File: config.mk
export PLATFORM = sky130hd
export DESIGN_NAME = lpc_top
export DESIGN_NICKNAME = d
export VERILOG_FILES = /design/src/design/lpc_pkg.sv /design/src/design/lpc_fifo_if.sv /design/src/design/lpc_fifo.sv /design/src/design/lpc_top.sv
export SDC_FILE = /design/constraint.sdc
export NUM_CORES = 1
export LEC_CHECK = 0
export ABC_CLOCK_PERIOD_IN_PS = 10900
export BUFFER_PORTS_ARGS = -buffer_cell sky130_fd_sc_hd__buf_2
export CELL_PAD_IN_SITES_DETAIL_PLACEMENT = 0
export CELL_PAD_IN_SITES_GLOBAL_PLACEMENT = 1
export CORE_MARGIN = 2
export CORE_UTILIZATION = 51
export CTS_CLUSTER_DIAMETER = 40
export DETAILED_ROUTE_END_ITERATION = 8
export HOLD_SLACK_MARGIN = 0.12
export PLACE_DENSITY_LB_ADDON = 0.1
export SYNTH_ARGS = -nofsm -noshare
export SYNTH_HDL_FRONTEND = slang
export SYNTH_SLANG_ARGS = --single-unit
File: constraint.sdc
create_clock -name clk -period 10.9 [get_ports clk]
set_input_delay 1.09 -clock clk [delete_from_list [all_inputs] [get_ports clk]]
set_output_delay 1.09 -clock clk [all_outputs]
set_load 0.005 [all_outputs]
File: src/design/lpc_pkg.sv
// Shared constants and types of the line printer controller
package lpc_pkg;
    // Host instruction word: operation, device group, unit number
    localparam int INS_OP_HI   = 15;
    localparam int INS_OP_LO   = 10;
    localparam int INS_GRP_HI  = 9;
    localparam int INS_GRP_LO  = 8;
    localparam int INS_UNIT_HI = 3;
    localparam int INS_UNIT_LO = 0;
    localparam logic [5:0] OP_COMMAND = 6'h10;
    localparam logic [5:0] OP_DATA    = 6'h11;
    localparam logic [5:0] OP_STATUS  = 6'h12;
    localparam logic [1:0] OWN_GROUP  = 2'h0;
    localparam logic [3:0] OWN_UNIT   = 4'h7;

    // Command word held in the host source register
    localparam int CMD_SEL_HI  = 15;
    localparam int CMD_SEL_LO  = 14;
    localparam int CMD_DI      = 13;
    localparam int CMD_SI      = 12;
    localparam int CMD_EOB     = 11;
    localparam int CMD_TERM    = 10;
    localparam int CMD_MOVE    = 9;
    localparam int FEED_HI     = 6;
    localparam int FEED_LO     = 0;
    localparam int FEED_SKIP   = 6;
    localparam int CHAN_HI     = 2;
    localparam int LINES_HI    = 5;
    localparam logic [1:0] SEL_TERM = 2'h0;
    localparam logic [1:0] SEL_NOOP = 2'h1;
    localparam logic [1:0] SEL_XFER = 2'h2;
    localparam logic [1:0] SEL_CTRL = 2'h3;

    // Character data and line buffer
    localparam int CHAR_W     = 7;
    localparam int FIFO_DEPTH = 32;
    localparam int COL_W      = 8;
    localparam logic [COL_W-1:0] COL_MAX = 8'h84;

    // Data strobe pacing, in clock cycles after a character is taken
    localparam logic [3:0] STB_AT   = 4'h4;
    localparam logic [3:0] STB_DONE = 4'h8;

    // Status word positions (bit 15 is the most significant)
    localparam int STS_OK      = 15;
    localparam int STS_INOP    = 12;
    localparam int STS_BUSY    = 8;
    localparam int STS_BUFBUSY = 7;
    localparam int STS_PLOW    = 6;
    localparam int STS_BOF     = 5;
    localparam int STS_HOLD    = 3;

    // Printer pins, in the order of the synchroniser
    localparam int PIN_READY = 0;
    localparam int PIN_SEND  = 1;
    localparam int PIN_POWER = 2;
    localparam int PIN_STOP  = 3;
    localparam int PIN_PLOW  = 4;
    localparam int PIN_BOF   = 5;
    localparam int PIN_N     = 6;

    typedef enum logic [2:0] {
        ST_IDLE  = 3'b000,
        ST_FEED  = 3'b001,
        ST_LOAD  = 3'b010,
        ST_FLUSH = 3'b011,
        ST_PRINT = 3'b100
    } lpc_state_e;
endpackage : lpc_pkg

File: src/design/lpc_fifo_if.sv
// Carrier between the controller core and its character buffer
`timescale 1ns/1ns
interface lpc_fifo_if #(parameter int W = 7);
    logic         push_valid;
    logic         push_ready;
    logic [W-1:0] push_data;
    logic         pop_valid;
    logic         pop_ready;
    logic [W-1:0] pop_data;
    modport ctl  (output push_valid, push_data, pop_ready,
                  input  push_ready, pop_valid, pop_data);
    modport fifo (input  push_valid, push_data, pop_ready,
                  output push_ready, pop_valid, pop_data);
endinterface : lpc_fifo_if

File: src/design/lpc_fifo.sv
// Character buffer between host data writes and the printer strobe
`timescale 1ns/1ns
module lpc_fifo #(
    parameter int W     = 7,
    parameter int DEPTH = 32
) (
    input wire logic clk,   // 20 MHz clock
    input wire logic reset, // Asynchronous, active high
    lpc_fifo_if.fifo f      // Push and pop sides
);
    localparam int AW = $clog2(DEPTH);

    typedef struct packed {
        logic [DEPTH-1:0][W-1:0] mem;
        logic [AW-1:0]           wr;
        logic [AW-1:0]           rd;
        logic [AW:0]             cnt;
    } lpc_fifo_s;

    lpc_fifo_s q;
    lpc_fifo_s d;
    logic      push;
    logic      pop;

    assign f.push_ready = (q.cnt != (AW+1)'(DEPTH));
    assign f.pop_valid  = (q.cnt != '0);
    assign f.pop_data   = q.mem[q.rd];
    assign push         = f.push_valid & f.push_ready;
    assign pop          = f.pop_valid & f.pop_ready;

    always_comb
    begin
        d = q;
        if (push)
        begin
            d.mem[q.wr] = f.push_data;
            d.wr        = q.wr + AW'(1);
        end
        if (pop)
        begin
            d.rd = q.rd + AW'(1);
        end
        if (push && !pop)
        begin
            d.cnt = q.cnt + (AW+1)'(1);
        end
        else if (pop && !push)
        begin
            d.cnt = q.cnt - (AW+1)'(1);
        end
    end

    always_ff @(posedge clk or posedge reset)
    begin
        if (reset)
        begin
            q <= '0;
        end
        else
        begin
            q <= d;
        end
    end
endmodule : lpc_fifo

File: src/design/lpc_top.sv
// Line printer controller: host instruction decode, paper and print sequencing
`timescale 1ns/1ns
////////////////////////////////////////////////////////////////////////////////
module lpc_top
    import lpc_pkg::*;
(
    input  wire logic               clk,                  // 20 MHz clock
    input  wire logic               reset,                // Asynchronous, active high
    input  wire logic               io_sync,              // Instruction strobe, one cycle
    input  wire logic [15:0]        io_instr,             // Host instruction word
    input  wire logic [15:0]        host_source_register, // Contents of named register
    output logic      [15:0]        status_word,          // Status for input-status
    output logic                    status_valid,         // Status word valid pulse
    output logic                    data_irq,             // Data interrupt request
    output logic                    svc_irq,              // Service interrupt request
    input  wire logic               prn_ready,            // Printer ready pin
    input  wire logic               prn_send_data,        // Printer accepts data pin
    input  wire logic               prn_power_on,         // Printer power on pin
    input  wire logic               prn_stopped,          // Stop button state pin
    input  wire logic               prn_paper_low,        // Paper low pin
    input  wire logic               prn_bottom_form,      // Bottom of form pin
    output logic                    paper_feed_cmd,       // Paper feed command
    output logic                    feed_skip,            // Skip to channel, else lines
    output logic      [5:0]         feed_lines,           // Lines to advance
    output logic      [7:0]         feed_channel,         // One-hot format channel
    output logic                    print_cmd,            // Load; falling edge prints
    output logic                    data_strobe,          // Character strobe pulse
    output logic      [CHAR_W-1:0]  char_out              // Character to printer
);
    import lpc_pkg::*;

    typedef struct packed {
        logic [PIN_N-1:0]  sync1;
        logic [PIN_N-1:0]  sync2;
        lpc_state_e        st;
        logic              seen_busy;
        logic              is_xfer;
        logic              di_conn;
        logic              si_conn;
        logic              di_pend;
        logic              si_pend;
        logic              inop_latch;
        logic              held;
        logic [15:0]       held_cmd;
        logic [COL_W-1:0]  cols;
        logic              term;
        logic              dready;
        logic              stb_act;
        logic [3:0]        stb_cnt;
        logic [15:0]       status;
        logic              status_valid;
        logic              pfd;
        logic              skip;
        logic [5:0]        lines;
        logic [7:0]        chan;
        logic              prt;
        logic              stb;
        logic [CHAR_W-1:0] chr;
        logic              data_irq;
        logic              svc_irq;
    } lpc_state_s;

    lpc_state_s q;
    lpc_state_s d;

    lpc_fifo_if #(.W(CHAR_W)) buf_if ();

    lpc_fifo #(
        .W     (CHAR_W),
        .DEPTH (FIFO_DEPTH)
    ) u_fifo (
        .clk   (clk),
        .reset (reset),
        .f     (buf_if)
    );

    ////////////////////////////////////////////////////////////////////////////
    // Instruction decode, printer pin view, buffer handshakes
    logic       addr_hit;
    logic       cmd_hit;
    logic       data_hit;
    logic       stat_hit;
    logic [1:0] cmd_sel;
    logic       hold;
    logic       inop;
    logic       ready_s;
    logic       send_s;
    logic       loading;
    logic       draining;

    assign addr_hit = io_sync
                    && (io_instr[INS_GRP_HI:INS_GRP_LO] == OWN_GROUP)
                    && (io_instr[INS_UNIT_HI:INS_UNIT_LO] == OWN_UNIT);
    assign cmd_hit  = addr_hit && (io_instr[INS_OP_HI:INS_OP_LO] == OP_COMMAND);
    assign data_hit = addr_hit && (io_instr[INS_OP_HI:INS_OP_LO] == OP_DATA);
    assign stat_hit = addr_hit && (io_instr[INS_OP_HI:INS_OP_LO] == OP_STATUS);
    assign cmd_sel  = host_source_register[CMD_SEL_HI:CMD_SEL_LO];

    assign ready_s  = q.sync2[PIN_READY];
    assign send_s   = q.sync2[PIN_SEND];
    assign inop     = !q.sync2[PIN_POWER];
    assign hold     = q.sync2[PIN_POWER] && q.sync2[PIN_STOP];

    // Loading window: column limit and terminate both close it
    assign loading  = (q.st == ST_LOAD) && !q.term && (q.cols != COL_MAX);
    assign draining = (q.st == ST_LOAD) || (q.st == ST_FLUSH);

    // Words arrive only from data-out; a full buffer refuses them
    assign buf_if.push_valid = data_hit && loading;
    assign buf_if.push_data  = host_source_register[CHAR_W-1:0];
    assign buf_if.pop_ready  = draining && !q.stb_act && send_s;

    ////////////////////////////////////////////////////////////////////////////
    // Next state
    always_comb
    begin
        logic si_set;
        logic di_set;
        logic [6:0] field;
        si_set = 1'b0;
        di_set = 1'b0;
        field  = q.held_cmd[FEED_HI:FEED_LO];
        d      = q;
        d.status_valid = 1'b0;

        // Printer pins are asynchronous; second stage is the only reader
        d.sync1 = {prn_bottom_form, prn_paper_low, prn_stopped,
                   prn_power_on, prn_send_data, prn_ready};
        d.sync2 = q.sync1;

        // A data-out acknowledges the pending data request
        d.di_pend = q.di_pend && !data_hit;

        if (cmd_hit)
        begin
            if (cmd_sel != SEL_TERM)
            begin
                d.di_conn = host_source_register[CMD_DI];
                d.si_conn = host_source_register[CMD_SI];
                d.di_pend = d.di_pend && host_source_register[CMD_DI];
                d.si_pend = d.si_pend && host_source_register[CMD_SI];
            end
            unique case (cmd_sel)
                SEL_NOOP:
                begin
                    d.di_pend    = 1'b0;
                    d.si_pend    = 1'b0;
                    d.inop_latch = 1'b0;
                end
                SEL_XFER, SEL_CTRL:
                begin
                    if (cmd_sel == SEL_XFER || host_source_register[CMD_MOVE])
                    begin
                        if (inop)
                        begin
                            d.inop_latch = 1'b1;
                            si_set       = 1'b1;
                        end
                        else if (q.st == ST_IDLE && !q.held)
                        begin
                            // Stored here, launched once the printer is in run
                            d.held     = 1'b1;
                            d.held_cmd = host_source_register;
                        end
                    end
                end
                SEL_TERM:
                begin
                    di_set = host_source_register[CMD_EOB];
                    if (host_source_register[CMD_TERM])
                    begin
                        d.term    = 1'b1;
                        d.di_pend = 1'b0;
                        if (q.st == ST_IDLE && !q.held)
                        begin
                            si_set = 1'b1;
                        end
                    end
                end
            endcase
        end

        // Sequencer
        unique case (q.st)
            ST_IDLE:
            begin
                if (q.held && !hold)
                begin
                    d.held      = 1'b0;
                    d.is_xfer   = (q.held_cmd[CMD_SEL_HI:CMD_SEL_LO] == SEL_XFER);
                    d.skip      = field[FEED_SKIP];
                    d.lines     = field[FEED_SKIP] ? 6'h00 : field[LINES_HI:0];
                    d.chan      = field[FEED_SKIP] ? 8'h01 << field[CHAN_HI:0]
                                                   : 8'h00;
                    d.pfd       = 1'b1;
                    d.seen_busy = 1'b0;
                    d.cols      = '0;
                    d.term      = 1'b0;
                    d.st        = ST_FEED;
                end
            end
            ST_FEED:
            begin
                if (!ready_s)
                begin
                    d.seen_busy = 1'b1;
                    d.pfd       = 1'b0;
                end
                if (q.seen_busy && ready_s)
                begin
                    if (q.is_xfer)
                    begin
                        d.prt = 1'b1;
                        d.st  = ST_LOAD;
                    end
                    else
                    begin
                        si_set = 1'b1;
                        d.st   = ST_IDLE;
                    end
                end
            end
            ST_LOAD:
            begin
                if (buf_if.push_valid && buf_if.push_ready)
                begin
                    d.cols = q.cols + COL_W'(1);
                end
                if (q.term || q.cols == COL_MAX)
                begin
                    d.st = ST_FLUSH;
                end
            end
            ST_FLUSH:
            begin
                // Print only after the last strobe has completed
                if (!buf_if.pop_valid && !q.stb_act)
                begin
                    d.prt       = 1'b0;
                    d.seen_busy = 1'b0;
                    d.st        = ST_PRINT;
                end
            end
            ST_PRINT:
            begin
                if (!ready_s)
                begin
                    d.seen_busy = 1'b1;
                end
                if (q.seen_busy && ready_s)
                begin
                    si_set = 1'b1;
                    d.st   = ST_IDLE;
                end
            end
        endcase

        // Losing power mid-operation abandons it
        if (q.st != ST_IDLE && inop)
        begin
            d.st         = ST_IDLE;
            d.pfd        = 1'b0;
            d.prt        = 1'b0;
            d.inop_latch = 1'b1;
            si_set       = 1'b1;
        end

        // Character strobe engine
        d.stb = 1'b0;
        if (buf_if.pop_ready && buf_if.pop_valid)
        begin
            d.chr     = buf_if.pop_data;
            d.stb_act = 1'b1;
            d.stb_cnt = '0;
        end
        else if (q.stb_act)
        begin
            d.stb_cnt = q.stb_cnt + 4'h1;
            d.stb     = (q.stb_cnt == STB_AT);
            if (q.stb_cnt == STB_DONE)
            begin
                d.stb_act = 1'b0;
            end
        end

        // Buffer-ready edge requests the next word
        d.dready = loading && buf_if.push_ready;
        if (d.dready && !q.dready)
        begin
            di_set = 1'b1;
        end

        // Sets come after clears so a coincident event is kept
        if (si_set && d.si_conn)
        begin
            d.si_pend = 1'b1;
        end
        if (di_set && d.di_conn)
        begin
            d.di_pend = 1'b1;
        end
        d.data_irq = d.di_pend && d.di_conn;
        d.svc_irq  = d.si_pend && d.si_conn;

        if (stat_hit)
        begin
            d.status              = 16'h0000;
            d.status[STS_INOP]    = inop || q.inop_latch;
            d.status[STS_OK]      = !(inop || q.inop_latch);
            d.status[STS_BUSY]    = (q.st != ST_IDLE) || q.held;
            d.status[STS_BUFBUSY] = !q.dready;
            d.status[STS_PLOW]    = q.sync2[PIN_PLOW];
            d.status[STS_BOF]     = q.sync2[PIN_BOF];
            d.status[STS_HOLD]    = hold;
            d.status_valid        = 1'b1;
        end
    end

    always_ff @(posedge clk or posedge reset)
    begin
        if (reset)
        begin
            q <= '0;
        end
        else
        begin
            q <= d;
        end
    end

    ////////////////////////////////////////////////////////////////////////////
    // Outputs straight from the state register
    assign status_word    = q.status;
    assign status_valid   = q.status_valid;
    assign data_irq       = q.data_irq;
    assign svc_irq        = q.svc_irq;
    assign paper_feed_cmd = q.pfd;
    assign feed_skip      = q.skip;
    assign feed_lines     = q.lines;
    assign feed_channel   = q.chan;
    assign print_cmd      = q.prt;
    assign data_strobe    = q.stb;
    assign char_out       = q.chr;
endmodule : lpc_top

==> metrics.json, run 1 <==
{
  "critical_path": {
    "reg2reg_depth": 12,
    "setup.worst_path.end_class": "register",
    "destination_of_the_worst_register_to_register_timing_path": "u_fifo.q[5]$_DFFE_PP0P_",
    "crit_path_start_kind": "register",
    "worst-endpoint-required_ps": 11320,
    "reg2reg_slack_ps": 6440,
    "startpoint": "q[84]$_DFFE_PP0P_",
    "worstReg2RegStart": "q[84]$_DFFE_PP0P_",
    "cp_max_fo": 41,
    "timing_worst_setup_path_type": "register to register",
    "cp_data_arrival_time_ps": 4870,
    "critical_path.endpoint": "u_fifo.q[5]$_DFFE_PP0P_"
  },
  "floorplanning": {
    "floorplan.core_area_um2": 29600,
    "io_pins": 85,
    "die_y_um": 177,
    "design.die.area_um2": 31400,
    "effective_utilization_at_floorplan_pct": 51.7,
    "die_width_um": 177,
    "core.rowCount": 63
  },
  "logic_synthesis": {
    "synth_ff_type": "sky130_fd_sc_hd__dfrtp_1",
    "synthCells": 1162,
    "async_reset_ff_share_pct": 100,
    "post_synth.cell_area_avg_um2": 13.2,
    "synth-edff-count": 0,
    "post_synth_design_cell_area_um2": 15300,
    "ys_ff_latch": 322,
    "synth_cell_types": 71,
    "yosysSeqAreaShare_pct": 52.6,
    "synth_warnings": 0
  },
  "timing": {
    "fin_hold_ws_ps": 348,
    "rsz_0062_raised_after_global_routing": "false",
    "worstMarginPinSlew_ps": 962,
    "setup_tns_ps": 0,
    "final-max-slew-violation-count": 0,
    "slew-limit-headroom_pct": 35.7,
    "final_min_period_over_clock_period_pct": 40.9,
    "max_freq_mhz": 224,
    "final_period_minus_worst_setup_slack_ps": 4460,
    "setup_violations": 0,
    "final-hold-violation-count": 0,
    "layout_skew_ps": 14.2
  },
  "cts": {
    "cts_hold_repair.buffers": 0,
    "clock-root-buffer": "sky130_fd_sc_hd__clkbuf_16",
    "clk-insertion-delay-late_ps": 540,
    "post_cts_buffers": 0,
    "cts.clk_slew.worst_paths_ps": 60,
    "cts-htree-levels": 2,
    "cts_buffer_depth": 3,
    "cts_resized": 0,
    "cts_made_buffers": 46,
    "clock_sinks": 322,
    "tritoncts": "yes"
  },
  "placed_design": {
    "place.gp.congestion": 0.766,
    "portBuffers": 69,
    "place.detailed.hpwl_um": 20800
  },
  "global_route": {
    "grt-ovfl-total": 0,
    "grt_first_pass_wirelength_um": 53800,
    "pin_count_of_the_biggest_net_entering_global_routing": 129,
    "gr-usage-all-layers_pct": 22.2,
    "grt_antenna_before_repair": 2,
    "vias_in_the_first_global_route": 9455
  },
  "route": {
    "detailroute.via_count": 9258,
    "drtAntennaViolNets": 0,
    "detail_route.wl_per_cell_um": 20.9,
    "route.detailed.vias_per_inst": 5.82,
    "drtIter0Drc": 485,
    "first_pass_iters": 5,
    "drt_wl_total_um": 33200,
    "drc": 0
  },
  "power": {
    "power_per_unit_of_standard_cell_area_nw_per_um2": 156,
    "p_leak_nw": 8.15,
    "power.total_mw": 2.66,
    "worst_ir_drop_vdd_v": 0.000121
  },
  "finish": {
    "syn_to_final_growth_pct": 11.3,
    "fill_cells": 2490,
    "ratio_of_cells_with_drive_above_1_in_the_final_layout_pct": 34.5,
    "fin_nets": 1224,
    "num_antenna_cells": 0,
    "final-seq-area_um2": 8060,
    "multi_input_gate_area_um2": 6540
  },
  "worst_hold_path": {
    "holdCritStartpoint": "d[90]$_DFF_PP0_",
    "worst_hold_path_type": "register to register"
  },
  "job": {
    "maxCapViolations": 0
  },
  "status": {
    "run_status": "completed"
  }
}
[power by group]
group,internal [mW],switching [mW],leakage [nW]
clock,0.870,0.540,0.724
sequential,1.20,0.00192,4.42
combinational,0.00808,0.0432,3.01
total,2.08,0.586,8.15
[synth_stat cells, drive strengths merged, types with 4 or more instances]
cell type    n  area, um2
a2111oi      4       35.0
a211oi       8       60.1
a21oi       14       70.1
a22oi        6       45.0
a31oi        7       43.8
and3        16        100
and4         4       35.0
buf         64        440
clkbuf      62        234
dfrtp      322       8060
ha          14        175
inv         19       76.3
mux2       250       2820
mux2i       14        140
mux4        42        946
nand2       65        244
nand2b      13       81.3
nand3       32        298
nand3b       9       67.6
nand4        6       37.5
nor2        23       86.3
nor2b       14       87.6
nor3        12       65.1
nor3b       11       82.6
nor4        12       75.1
o21ai       19       95.1
o22ai        6       37.5
o31ai       19        143
or4          7       56.3
xnor2       14        123
xor2         4       35.0
[layer usage]
| metal | wire length, um | part of all wire [%] | GRT usage [%] | vias to the layer above |
|---|---|---|---|---|
| met5 | 0 | 0 | 0 | - |
| met4 | 527 | 1.6 | 5.02 | 0 |
| met3 | 1560 | 4.7 | 3.49 | 40 |
| met2 | 15900 | 48 | 36.7 | 177 |
| met1 | 15300 | 46 | 31.1 | 4815 |
| li1 | - | - | - | 4226 |
[flip-flops by register name, indices dropped and copies added, names as in the netlist]
register        cells
u_fifo.q          240
data_irq            1
data_strobe         1
feed_lines          6
char_out            7
q                  41
status_word         7
status_valid        1
print_cmd           1
paper_feed_cmd      1
feed_channel        8
feed_skip           1
d                   6
svc_irq             1
[cell families after synthesis]
kind of cell / after synthesis / synth area share (%)
buffers and inverters: 145 / 4.90
xor gates and xnor gates: 18 / 1.03
DFF: 322 / 52.6
AOI/OAI and AO/OA: 114 / 5.19
other: 1 / 0.0245
muxes: 306 / 25.5
adders and majority gates: 15 / 1.27
and+or+nand+nor: 241 / 9.51
[per-stage QoR]
| stage | worst slack, ps | std cells | cell area (um2) | utilization (%) |
|---|---|---|---|---|
| floorplan | 897 | 1170 | 15300 | - |
| global placement | 5990 | 1510 | 15600 | 52.5 |
| detailed placement | 5960 | 1510 | 15600 | 52.5 |
| CTS | 6440 | 1592 | 17100 | 57.5 |
| global route | 6130 | 1592 | 17100 | 57.5 |
| finish | 6440 | 1592 | 17100 | 57.5 |
[placed cells by master, fill, tap and decap left out, drive strengths merged, types with 13 or more instances in the layout]
cell	count
o21ai	19
clkbuf	61
mux4	42
nand2	65
a21oi	14
dfrtp	322
buf	76
ha	14
inv	22
and3	16
mux2	250
clkinv	13
nor2	23
nor2b	14
nand3	32
mux2i	14
o31ai	19
nand2b	13
xnor2	14
[cell type report]
type	instances	share of cell area [%]
inverter	19	0.492
multi-input combinational	703	38.3
clock buffer	61	7.67
clock inverter	21	1.02
sequential	322	47.3
tap	390	2.86
timing repair buffer	76	2.33
[worst min-delay path by stage]
stage               slack, ps  cells past startpoint               to
global route              350                      0  q[90]$_DFF_PP0_
finish                    350                      0  q[90]$_DFF_PP0_
CTS                       360                      0  q[90]$_DFF_PP0_
floorplan                 330                      0  q[86]$_DFF_PP0_
detailed placement        330                      0  q[86]$_DFF_PP0_
global placement          330                      0  q[90]$_DFF_PP0_
[critical path: stages, from the launching register on]
cell                       delay (ps)
sky130_fd_sc_hd__dfrtp_1          660
sky130_fd_sc_hd__nor3b_1          660
sky130_fd_sc_hd__o311ai_1         450
sky130_fd_sc_hd__or3_1            630
sky130_fd_sc_hd__inv_6            360
sky130_fd_sc_hd__ha_1             310
sky130_fd_sc_hd__inv_1            150
sky130_fd_sc_hd__ha_1             300
sky130_fd_sc_hd__a21o_1           170
sky130_fd_sc_hd__a21oi_1          240
sky130_fd_sc_hd__nand4b_1         150
sky130_fd_sc_hd__nand4_1          100
sky130_fd_sc_hd__xor2_1           150
No activity file was read; power rests on OpenSTA's default activity.
==> run 2: changes to the inputs <==
ABC_CLOCK_PERIOD_IN_PS = 4500   (was 10900)
clock period = 4.5 ns   (was 10.9 ns; I/O delays follow)
==> run 2 against run 1 <==
Effect of this change:
- setup slack worse by 5800 ps
- final area up 1.6%
- critical path depth unchanged
- clock power rose to 2.6 times the previous value
- cell count up 1.3%
- utilization up 0.91 points
- die area unchanged
- routed wire length up 1.1%
- register-to-register slack worse by 5800 ps
- critical path type unchanged
- critical endpoint unchanged
- highest routed layer is now met5
==> metrics.json, run 2 (synthesis gave the netlist of run 1 again) <==
{
  "worst_hold_path": {
    "holdCritStartpoint": {"value": "host_source_register[13]", "change": "was d[90]$_DFF_PP0_"},
    "whs_path_depth": {"value": 3, "change": "was 0"},
    "worst_hold_path_type": {"value": "input port to register", "change": "was register to register"},
    "holdPathEnd": {"value": "q[80]$_DFF_PP0_", "change": "was q[90]$_DFF_PP0_"}
  },
  "critical_path": {
    "worstReg2RegStart": {"value": "u_fifo.q[0]$_DFFE_PP0P_", "change": "was q[84]$_DFFE_PP0P_"},
    "reg2reg_depth": {"value": 12, "change": "unchanged"},
    "cp_max_fo": {"value": 9, "change": "was 41"},
    "critical-path-max-stage-delay": {"value": 680, "unit": "ps", "change": "was 660 ps"},
    "setup.worst_path.end_class": {"value": "register", "change": "unchanged"},
    "crit_path_start_kind": {"value": "register", "change": "unchanged"},
    "cp_data_arrival_time": {"value": 4250, "unit": "ps", "change": "was 4870 ps"},
    "reg2reg_slack": {"value": 670, "unit": "ps", "change": "was 6440 ps"},
    "worst_path_max_delay_cell": {"value": "sky130_fd_sc_hd__nor3b_1", "change": "was sky130_fd_sc_hd__dfrtp_1"},
    "cpMostUsedCell": {"value": "sky130_fd_sc_hd__ha_1", "change": "unchanged"},
    "destination_of_the_worst_register_to_register_timing_path": {"value": "u_fifo.q[5]$_DFFE_PP0P_", "change": "unchanged"},
    "timing_worst_setup_path_type": {"value": "register to register", "change": "unchanged"},
    "cp_cell_sequence": {"value": "or4_1 > nor3b_1 > or3_1 > inv_6 > ha_1 > inv_1 > ha_1 > a21o_1 > a21oi_1 > nand4b_1 > nand4_1 > xor2_1", "change": "was nor3b_1 > o311ai_1 > or3_1 > inv_6 > ha_1 > inv_1 > ha_1 > a21o_1 > a21oi_1 > nand4b_1 > nand4_1 > xor2_1"},
    "worst-endpoint-required": {"value": 4920, "unit": "ps", "change": "was 11320 ps"}
  },
  "floorplanning": {
    "io_pins": {"value": 85, "change": "unchanged"},
    "floorplan.core_area": {"value": 29600, "unit": "um2", "change": "unchanged"},
    "design.die.area": {"value": 31400, "unit": "um2", "change": "unchanged"},
    "core.rowCount": {"value": 63, "change": "unchanged"},
    "die_y": {"value": 177, "unit": "um", "change": "unchanged"},
    "effective_utilization_at_floorplan": {"value": 51.7, "unit": "%", "change": "unchanged"},
    "die_width": {"value": 177, "unit": "um", "change": "unchanged"}
  },
  "timing": {
    "final-max-slew-violation-count": {"value": 0, "change": "unchanged"},
    "final-hold-violation-count": {"value": 0, "change": "unchanged"},
    "rsz_0062_raised_after_global_routing": {"value": "false", "change": "unchanged"},
    "setup_violations": {"value": 0, "change": "unchanged"},
    "slew-limit-headroom": {"value": 36.1, "unit": "%", "change": "was 35.7%"},
    "setup_tns": {"value": 0, "unit": "ps", "change": "unchanged"},
    "final_period_minus_worst_setup_slack": {"value": 3830, "unit": "ps", "change": "was 4460 ps"},
    "max_freq": {"value": 261, "unit": "MHz", "change": "was 224 MHz"},
    "worstMarginPinSlew": {"value": 951, "unit": "ps", "change": "was 962 ps"},
    "final_min_period_over_clock_period": {"value": 85.1, "unit": "%", "change": "was 40.9%"},
    "layout_skew": {"value": 12.6, "unit": "ps", "change": "was 14.2 ps"}
  },
  "placed_design": {
    "place.detailed.hpwl": {"value": 21100, "unit": "um", "change": "was 20800 um"},
    "dp_cells": {"value": 1520, "change": "was 1510"},
    "portBuffers": {"value": 69, "change": "unchanged"},
    "place.gp.congestion": {"value": 0.795, "change": "was 0.766"}
  },
  "cts": {
    "cts_hold_repair.buffers": {"value": 7, "change": "was 0"},
    "cts_made_buffers": {"value": 47, "change": "was 46"},
    "cts-htree-levels": {"value": 2, "change": "unchanged"},
    "cts_buffer_depth": {"value": 3, "change": "unchanged"},
    "clock_sinks": {"value": 322, "change": "unchanged"},
    "tritoncts": {"value": "yes", "change": "unchanged"},
    "post_cts_buffers": {"value": 0, "change": "unchanged"},
    "cts_resized": {"value": 0, "change": "unchanged"},
    "clk-insertion-delay-late": {"value": 540, "unit": "ps", "change": "about the same"},
    "cts.clk_slew.worst_paths": {"value": 50, "unit": "ps", "change": "was 60 ps"},
    "clock-root-buffer": {"value": "sky130_fd_sc_hd__clkbuf_16", "change": "unchanged"}
  },
  "power": {
    "power.total": {"value": 6.68, "unit": "mW", "change": "was 2.66 mW"},
    "p_leak": {"value": 8.29, "unit": "nW", "change": "was 8.15 nW"},
    "worst_ir_drop_vdd": {"value": 0.000324, "unit": "V", "change": "was 0.000121 V"},
    "power_per_unit_of_standard_cell_area": {"value": 386, "unit": "nW/um2", "change": "was 156 nW/um2"}
  },
  "finish": {
    "ratio_of_cells_with_drive_above_1_in_the_final_layout": {"value": 35.3, "unit": "%", "change": "was 34.5%"},
    "syn_to_final_growth": {"value": 13.1, "unit": "%", "change": "was 11.3%"},
    "registers.top_by_ff_count": {"value": "u_fifo.q", "change": "unchanged"},
    "final_core_utilization": {"value": 58.5, "unit": "%", "change": "was 57.5%"},
    "mostFrequentLayoutCells": {"value": "320 x sky130_fd_sc_hd__dfrtp_1, 203 x sky130_fd_sc_hd__mux2_2, 69 x sky130_fd_sc_hd__buf_2, 65 x sky130_fd_sc_hd__nand2_1, 49 x sky130_fd_sc_hd__clkbuf_16", "change": "was 320 x sky130_fd_sc_hd__dfrtp_1, 203 x sky130_fd_sc_hd__mux2_2, 69 x sky130_fd_sc_hd__buf_2, 65 x sky130_fd_sc_hd__nand2_1"},
    "multi_input_gate_area": {"value": 6540, "unit": "um2", "change": "unchanged"},
    "final_cells": {"value": 1612, "change": "was 1592"},
    "fill_cells": {"value": 2489, "change": "was 2490"},
    "most_common_library_cell_in_the_layout_ignoring_fill_and_taps": {"value": "sky130_fd_sc_hd__dfrtp_1", "change": "unchanged"},
    "final-seq-area": {"value": 8060, "unit": "um2", "change": "unchanged"},
    "max_ffs_per_register": {"value": 240, "change": "unchanged"},
    "num_antenna_cells": {"value": 0, "change": "unchanged"},
    "fin_nets": {"value": 1242, "change": "was 1224"}
  },
  "global_route": {
    "grt-ovfl-total": {"value": 0, "change": "unchanged"},
    "grt_antenna_before_repair": {"value": 0, "change": "was 2"},
    "pin_count_of_the_biggest_net_entering_global_routing": {"value": 103, "change": "was 129"},
    "gr-usage-all-layers": {"value": 22.2, "unit": "%", "change": "about the same"},
    "grt_first_pass_wirelength": {"value": 54100, "unit": "um", "change": "was 53800 um"},
    "vias_in_the_first_global_route": {"value": 9415, "change": "was 9455"}
  },
  "route": {
    "drtIter0Drc": {"value": 566, "change": "was 485"},
    "detailroute.via_count": {"value": 9248, "change": "was 9258"},
    "drtAntennaViolNets": {"value": 0, "change": "unchanged"},
    "drc": {"value": 0, "change": "unchanged"},
    "first_pass_iters": {"value": 5, "change": "unchanged"},
    "route.detailed.vias_per_inst": {"value": 5.74, "change": "was 5.82"},
    "detail_route.wl_per_cell": {"value": 20.8, "unit": "um", "change": "was 20.9 um"},
    "drt_wl_total": {"value": 33600, "unit": "um", "change": "was 33200 um"}
  },
  "status": {
    "run_status": {"value": "completed", "change": "unchanged"}
  },
  "job": {
    "maxCapViolations": {"value": 0, "change": "unchanged"}
  }
}
[run 2: cell count changes in the layout (fill, tap and decap cells not counted), sizes merged]
cell and change:
buf +10, dlygate4sd3 +7, clkbuf -6, inv +4, bufinv +2, clkinvlp +2, clkinv +1
[run 2: critical path: cells and delay by family, from the launching register on]
family / cells / cell delay, ps
and+or+nand+nor: 5 / 2000
adders and majority gates: 2 / 490
DFF: 1 / 430
AOI/OAI and AO/OA: 2 / 420
buffers and inverters: 2 / 220
xor gates and xnor gates: 1 / 150
[run 2: where the power goes]
group	switching [mW]	internal [mW]
logic	0.105	0.0276
registers	0.00451	2.90
clock network	1.41	2.23
[run 2: area by class of cell]
class | count | area share (%)
clock inverter | 30 | 1.70
inverter | 19 | 0.462
tap | 390 | 2.82
sequential | 322 | 46.5
multi-input combinational | 703 | 37.7
timing repair buffer | 93 | 3.35
clock buffer | 55 | 7.38
[run 2: per-layer routing]
metal | vias to the layer above | track usage, % | routed length (um)
met5 | - | 2.08 | 82
met4 | 2 | 5.84 | 689
met3 | 58 | 3.62 | 1610
met2 | 194 | 35.4 | 15700
met1 | 4741 | 31.7 | 15600
li1 | 4253 | - | -
[run 2: per-stage QoR]
| stage | setup WS [ps] | area (um2) | hold slack, ps |
|---|---|---|---|
| after detailed placement | 592 | 15700 | 336 |
| final | 670 | 17300 | 191 |
| after global routing | 401 | 17300 | 203 |
| after floorplan | -245 | 15400 | 331 |
| after CTS | 655 | 17300 | 169 |
| after global placement | 604 | 15700 | 333 |
[run 2: worst max path at each step]
stage                            startpoint                 endpoint  slack [ps]  cells after the start
global placement               io_instr[13]  u_fifo.q[5]$_DFFE_PP0P_         600                     13
finish              u_fifo.q[0]$_DFFE_PP0P_  u_fifo.q[5]$_DFFE_PP0P_         670                     12
floorplan                             reset  char_out[0]$_DFFE_PP0P_        -240                      1
detailed placement             io_instr[13]  u_fifo.q[5]$_DFFE_PP0P_         590                     13
CTS                 u_fifo.q[0]$_DFFE_PP0P_  u_fifo.q[5]$_DFFE_PP0P_         650                     12
global route        u_fifo.q[0]$_DFFE_PP0P_  u_fifo.q[5]$_DFFE_PP0P_         400                     12
